### src/core/antenna_diversity_map.svh
// Constants for the antenna diversity controller
`ifndef ANTENNA_DIVERSITY_MAP_SVH
`define ANTENNA_DIVERSITY_MAP_SVH
`define DIV_MODE_OFF 3'h0
`define DIV_MODE_AUTO 3'h1
`define DIV_MODE_FIXED_A 3'h2
`define DIV_MODE_FIXED_B 3'h3
`define DIV_DWELL_DEFAULT 16'h0040
`define DIV_DWELL_NS 2560
`define DIV_CLK_NS 40
`endif

### src/core/antenna_diversity_pkg.sv
// Types for the antenna diversity controller
package antenna_diversity_pkg;
  typedef enum logic [2:0] {
    ST_IDLE = 3'b000,
    ST_TOGGLE = 3'b001,
    ST_MEAS_A = 3'b010,
    ST_MEAS_B = 3'b011,
    ST_HOLD = 3'b100
  } div_state_t;
  typedef logic [1:0] pin_pair_t;
endpackage

### src/core/switch_pin_map.sv
// Maps the chosen antenna onto the switch control pins
`timescale 1ns/1ps
`default_nettype none
module switch_pin_map
(
  input wire logic clk,
  input wire logic rst,
  input wire logic ant_sel,
  input wire logic active,
  input wire logic [1:0] pin_invert,
  input wire logic single_ended,
  output logic [1:0] general_purpose_pins
);
  logic [1:0] pins_next;
  logic [1:0] pins_reg;
  wire [1:0] raw_pins = single_ended ? {1'b0, ant_sel} : {ant_sel, ~ant_sel};
  // Idle switch sits with both pins low before polarity is applied
  assign pins_next = (active ? raw_pins : 2'b00) ^ pin_invert;
  always_ff @(posedge clk)
  begin
    if (rst)
      pins_reg <= 2'h0;
    else
      pins_reg <= pins_next;
  end
  assign general_purpose_pins = pins_reg;
endmodule // switch_pin_map
`default_nettype wire

### src/core/antenna_diversity_control.sv
// Antenna diversity controller: dwell, compare and hold of two antennas
`include "antenna_diversity_map.svh"
`timescale 1ns/1ps
`default_nettype none
module antenna_diversity_control
#(
  parameter int RSSI_W = 8,
  parameter int DWELL_W = 16
)
(
  input wire logic clk,
  input wire logic rst,
  input wire logic [2:0] modem_diversity_config_property,
  input wire logic [1:0] pin_invert,
  input wire logic single_ended,
  input wire logic [DWELL_W-1:0] dwell_cycles,
  input wire logic rx_on,
  input wire logic tx_on,
  input wire logic preamble_det,
  input wire logic sync_det,
  input wire logic packet_end,
  input wire logic rssi_valid,
  input wire logic [RSSI_W-1:0] rssi,
  output logic ant_sel,
  output logic decision_done,
  output antenna_diversity_pkg::pin_pair_t general_purpose_pins
);
  import antenna_diversity_pkg::*;

  // The dwell counter must be wide enough to hold the default stay
  if (RSSI_W < 1 || DWELL_W < $clog2(`DIV_DWELL_DEFAULT + 1))
  begin : g_bad_widths
    $error("antenna_diversity_control: bad widths");
  end

  div_state_t state_reg, state_next;
  logic ant_reg, ant_next;
  logic [DWELL_W-1:0] dwell_reg, dwell_next;
  logic [RSSI_W-1:0] rssi_a_reg, rssi_a_next;
  logic done_reg, done_next;

  // No synchronisers: every status input is launched by logic on clk,
  // so a source from a pin must be synchronised outside this block.
  wire auto_mode = modem_diversity_config_property == `DIV_MODE_AUTO;
  wire fix_a = modem_diversity_config_property == `DIV_MODE_FIXED_A;
  wire fix_b = modem_diversity_config_property == `DIV_MODE_FIXED_B;
  wire dwell_over = dwell_reg == '0;
  wire [DWELL_W-1:0] dwell_load = (dwell_cycles == '0) ?
    DWELL_W'(`DIV_DWELL_DEFAULT) : dwell_cycles;
  // Ties keep the antenna already in use to avoid a needless switch
  wire a_stronger = rssi < rssi_a_reg;

  always_comb
  begin
    state_next = state_reg;
    ant_next = ant_reg;
    dwell_next = dwell_over ? '0 : dwell_reg - 1'b1;
    rssi_a_next = rssi_a_reg;
    done_next = 1'b0;
    if (fix_a)
      ant_next = 1'b0;
    else if (fix_b)
      ant_next = 1'b1;
    case (state_reg)
      ST_IDLE:
      begin
        if (auto_mode && rx_on && !tx_on)
        begin
          state_next = ST_TOGGLE;
          dwell_next = dwell_load;
        end
      end
      ST_TOGGLE:
      begin
        if (!rx_on || !auto_mode)
          state_next = ST_IDLE;
        else if (preamble_det)
        begin
          state_next = ST_MEAS_A;
          ant_next = 1'b0;
        end
        else if (dwell_over)
        begin
          ant_next = ~ant_reg;
          dwell_next = dwell_load;
        end
      end
      ST_MEAS_A:
      begin
        if (!rx_on || !auto_mode)
          state_next = ST_IDLE;
        else if (rssi_valid)
        begin
          rssi_a_next = rssi;
          ant_next = 1'b1;
          state_next = ST_MEAS_B;
        end
        else if (sync_det)
        begin
          // Preamble ended early: keep antenna A rather than guess
          state_next = ST_HOLD;
          done_next = 1'b1;
        end
      end
      ST_MEAS_B:
      begin
        if (!rx_on || !auto_mode)
          state_next = ST_IDLE;
        else if (rssi_valid || sync_det)
        begin
          // B is on the switch now; move back to A if A was stronger or sync came before B was measured
          if (rssi_valid && a_stronger)
            ant_next = 1'b0;
          else if (sync_det && !rssi_valid)
            ant_next = 1'b0;
          state_next = ST_HOLD;
          done_next = 1'b1;
        end
      end
      ST_HOLD:
      begin
        // Antenna frozen to the end of the packet and into the next TX
        if (packet_end || !rx_on)
          state_next = ST_IDLE;
      end
      default:
        state_next = ST_IDLE;
    endcase
  end

  always_ff @(posedge clk)
  begin
    if (rst)
    begin
      state_reg <= ST_IDLE;
      ant_reg <= 1'b0;
      dwell_reg <= '0;
      rssi_a_reg <= '0;
      done_reg <= 1'b0;
    end
    else
    begin
      state_reg <= state_next;
      ant_reg <= ant_next;
      dwell_reg <= dwell_next;
      rssi_a_reg <= rssi_a_next;
      done_reg <= done_next;
    end
  end

  assign ant_sel = ant_reg;
  assign decision_done = done_reg;

  wire pins_active = modem_diversity_config_property != `DIV_MODE_OFF;

  switch_pin_map u_pins
  (
    .clk(clk),
    .rst(rst),
    .ant_sel(ant_reg),
    .active(pins_active),
    .pin_invert(pin_invert),
    .single_ended(single_ended),
    .general_purpose_pins(general_purpose_pins)
  );

  AST_ENTRY_TOGGLE: assert property (@(posedge clk) disable iff (rst)
    state_reg == ST_IDLE && auto_mode && rx_on && !tx_on
    |=> state_reg == ST_TOGGLE)
    else $error("RX entry did not start diversity");
  AST_MEAS_ON_PREAMBLE: assert property (@(posedge clk) disable iff (rst)
    state_reg == ST_TOGGLE && rx_on && auto_mode && preamble_det
    |=> state_reg == ST_MEAS_A && !ant_reg)
    else $error("Preamble did not start measurement on A");
  AST_PICK_A: assert property (@(posedge clk) disable iff (rst)
    state_reg == ST_MEAS_B && rx_on && auto_mode && rssi_valid
    && rssi < rssi_a_reg |=> !ant_reg && state_reg == ST_HOLD)
    else $error("Stronger antenna A not chosen");
  AST_TIE_KEEPS: assert property (@(posedge clk) disable iff (rst)
    state_reg == ST_MEAS_B && rx_on && auto_mode && rssi_valid
    && rssi == rssi_a_reg |=> ant_reg)
    else $error("Tie switched antenna");
  AST_HOLD_STABLE: assert property (@(posedge clk) disable iff (rst)
    state_reg == ST_HOLD && auto_mode |=> $stable(ant_reg))
    else $error("Antenna changed during packet");
  AST_TX_KEEPS: assert property (@(posedge clk) disable iff (rst)
    state_reg == ST_IDLE && auto_mode && tx_on |=> $stable(ant_reg))
    else $error("Antenna changed for transmit");
  AST_TOGGLE: assert property (@(posedge clk) disable iff (rst)
    state_reg == ST_TOGGLE && rx_on && auto_mode && !preamble_det
    && dwell_over |=> ant_reg != $past(ant_reg))
    else $error("No alternation at dwell end");
  AST_PINS: assert property (@(posedge clk) disable iff (rst)
    pins_active && !single_ended |=>
    general_purpose_pins == ({$past(ant_reg), ~$past(ant_reg)}
    ^ $past(pin_invert)))
    else $error("Switch pins disagree with antenna");
  AST_OFF_IDLE: assert property (@(posedge clk) disable iff (rst)
    modem_diversity_config_property == `DIV_MODE_OFF
    && state_reg == ST_IDLE |=> state_reg == ST_IDLE)
    else $error("Diversity ran while disabled");
  AST_SYNC_KEEPS_A: assert property (@(posedge clk) disable iff (rst)
    state_reg == ST_MEAS_A && rx_on && auto_mode && !rssi_valid && sync_det
    |=> state_reg == ST_HOLD && !ant_reg && decision_done)
    else $error("Early sync did not hold antenna A");

  COV_DECIDE: cover property (@(posedge clk) decision_done);
  COV_PICK_B: cover property (@(posedge clk)
    state_reg == ST_MEAS_B ##1 state_reg == ST_HOLD && ant_reg);
  COV_TOGGLE: cover property (@(posedge clk)
    state_reg == ST_TOGGLE && dwell_over && !preamble_det);
endmodule // antenna_diversity_control
`default_nettype wire

### config.mk
export PLATFORM = sky130hd
export DESIGN_NAME = antenna_diversity_control
export DESIGN_NICKNAME = d
export VERILOG_FILES = /design/src/core/antenna_diversity_pkg.sv /design/src/core/switch_pin_map.sv /design/src/core/antenna_diversity_control.sv
export VERILOG_INCLUDE_DIRS = /design/src /design/src/core
export SDC_FILE = /design/constraint.sdc
export NUM_CORES = 1
export LEC_CHECK = 0
export BUFFER_PORTS_ARGS = -buffer_cell sky130_fd_sc_hd__buf_2
export CAP_MARGIN = 20
export CORE_MARGIN = 4
export CORE_UTILIZATION = 54
export DETAILED_ROUTE_END_ITERATION = 10
export PLACE_DENSITY = 0.92
export SYNTH_ARGS = -nofsm -noshare
export SYNTH_HDL_FRONTEND = slang
export SYNTH_SLANG_ARGS = --single-unit
export TNS_END_PERCENT = 1
### constraint.sdc
create_clock -name clk -period 2.7 [get_ports clk]
set_clock_uncertainty 0.15 [all_clocks]
set_input_delay 0.27 -clock clk [delete_from_list [all_inputs] [get_ports clk]]
set_output_delay 0.27 -clock clk [all_outputs]
set_load 0.02 [all_outputs]
==> flow_summary.ini <==
[sta]
hold_viol = 0
finalSetupTns_ns = 0
worst-slew-pin-transition_ns = 0.376
drv_slew = 0
period_share = 0.799
finalSetupViolCount = 0
relSlewSlack = 0.748
period_needed_ns = 2.16
grt_setup_unrepaired = false
timing.fmax_ghz = 0.463

[yosys]
synth_ff_type = dfxtp_1
ys_async_sr_fraction = 0
syn_inst = 199
postSynthAreaPerCell_sq_um = 9.39
synth_edf_count = 0
synth.cell_area_sq_um = 1870
ys_seq_area_frac = 0.332
ys_seq_elements = 31
yosysWarnings = 0
syn_nets = 246
synth.distinct_cells = 46

[detailed_routing]
detail_route.drc_violations = 0
postRouteAntennaNets = 0
drtPass1Iterations = 4
post_drt_wl_per_cell_um = 13.0
vias_per_cell = 5.41
dr_total_vias = 1558
drt-initial-drc-count = 54
wirelength_mm = 3.74

[global_route]
grt_pass1_wl_mm = 6.27
grt_max_degree = 19
grt_overflow = 0
grt_pass1_vias = 1511
grt_use_total = 0.188
antenna_found_initial = 0

[power_and_ir_drop]
irDropWorstVdd_uv = 432
p_leak_nw = 0.911
p_clk_frac = 0.149
swShare = 0.374
power.switching_uw = 576
combPwrFrac = 0.422
power_mw = 1.54
powerDensity_nw_per_um2 = 714
pwr-share-seq = 0.428
intPower_uw = 964

[layout]
final_cell_mix = buf_2 (41), dfxtp_1 (31), nor2_1 (21)
finish.utilization = 0.646
layout_commonest_cell = buf_2
drive_gt1_frac = 0.269
instances_no_fill = 288
largest_register_ffs = 16
area_growth_pct = 15.5
antenna_cells = 0
nets = 290

[cts]
clk_latency_ns = 0.32
tritoncts = built
cts_buffer_depth = 2
ctsResizeCount = 0
postCtsSetupBuffers = 0
cts_buffers = 5
htreeDepth = 2
postCtsHoldBufs = 0
path_clk_slew_ns = 0.08
clock-root-buffer = clkbuf_4
cts_sinks = 31

[die]
fp.dieH_um = 66.8
row_count = 21
die_area_sq_um = 4460
initial_core_util = 0.560
core_sq_um = 3340
die_width_um = 66.8
ios = 42

[place]
gp_congestion = 0.867
placed_cells = 282
io_buffers = 41
hpwlAfterDp_mm = 3.00

[critical_path]
path_max_fanout = 16
crit_required_ns = 2.80
arrival_ns = 2.26
crit_type = flop to flop
end_kind = flop
cp-start-kind = flop
r2r_setup_slack_ns = 0.54

[run_status]
status = complete, no violations

[job]
max-cap-violations = 0

[hold_path]
hold_class = primary input to flop
[layer usage]
| layer | wire length [um] | track usage |
|---|---|---|
| met1 | 1610 | 0.205 |
| met2 | 1780 | 0.334 |
| met4 | 69 | 0.0660 |
| met5 | 0 | 0 |
| met3 | 286 | 0.0658 |
[cell families after synthesis]
kind of cell	after synthesis	synth area share
AOI/OAI and AO/OA	38	0.190
xor gates and xnor gates	16	0.0750
adders and majority gates	9	0.0603
buffers and inverters	22	0.0502
DFF	31	0.332
muxes	10	0.0536
and+or+nand+nor	73	0.239
[layout make-up]
type,count,area [sq um]
Clock buffer,6,41.3
Fill cell,281,1180
Inverter,15,56.3
Timing Repair Buffer,44,228
Sequential cell,31,621
Tap cell,46,57.6
Multi-Input combinational cell,146,1150
[path summary, 6_finish.rpt]
kind                                 startpoint            end  cells after the start
worst min register to register    rssi_a_reg[0]  rssi_a_reg[0]                      2
worst max-delay path               dwell_reg[0]   dwell_reg[4]                      8
worst min-delay path            dwell_cycles[8]   dwell_reg[8]                      2
worst max register to register     dwell_reg[0]   dwell_reg[4]                      8
[power by group through the flow]
stage | logic [mW] | registers, mW | clock network, mW
after detailed placement | 0.650 | 0.669 | 0
final | 0.650 | 0.660 | 0.230
after CTS | 0.656 | 0.659 | 0.241
after global placement | 0.634 | 0.664 | 0
after floorplan | 0.525 | 0.654 | 0
after global routing | 0.727 | 0.677 | 0.263
[stage by stage]
stage	instance area (sq um)	setup WS, ns	hold WS, ns
after floorplan	1870	0.712	0.228
after global placement	2120	0.645	0.326
after detailed placement	2120	0.565	0.340
after CTS	2160	0.539	0.000633
after global routing	2160	0.369	0.00203
final	2160	0.542	0.0125
[Yosys cell counts, types with 4 or more instances]
library cell	n	area, sq um
dfxtp_1	31	621
nor2_1	21	78.8
inv_1	15	56.3
mux2i_1	10	100
nand2_1	10	37.5
o2bb2ai_2	10	150
ha_1	9	113
xnor2_1	8	70.1
xor2_1	8	70.1
o2bb2ai_1	6	52.6
nand3_1	5	25.0
nor3_1	5	25.0
o21ai_0	5	25.0
a21oi_1	4	20.0
nor4_1	4	25.0
[critical path, stage by stage (launching register included)]
cell and delay (ns):
dfxtp_1 0.36, inv_1 0.07, ha_1 0.22, nor4b_1 0.33, and4_1 0.27, a31oi_1 0.13
nor3_4 0.13, buf_4 0.27, o2bb2ai_1 0.15
Power figures use the tool's default switching activity.
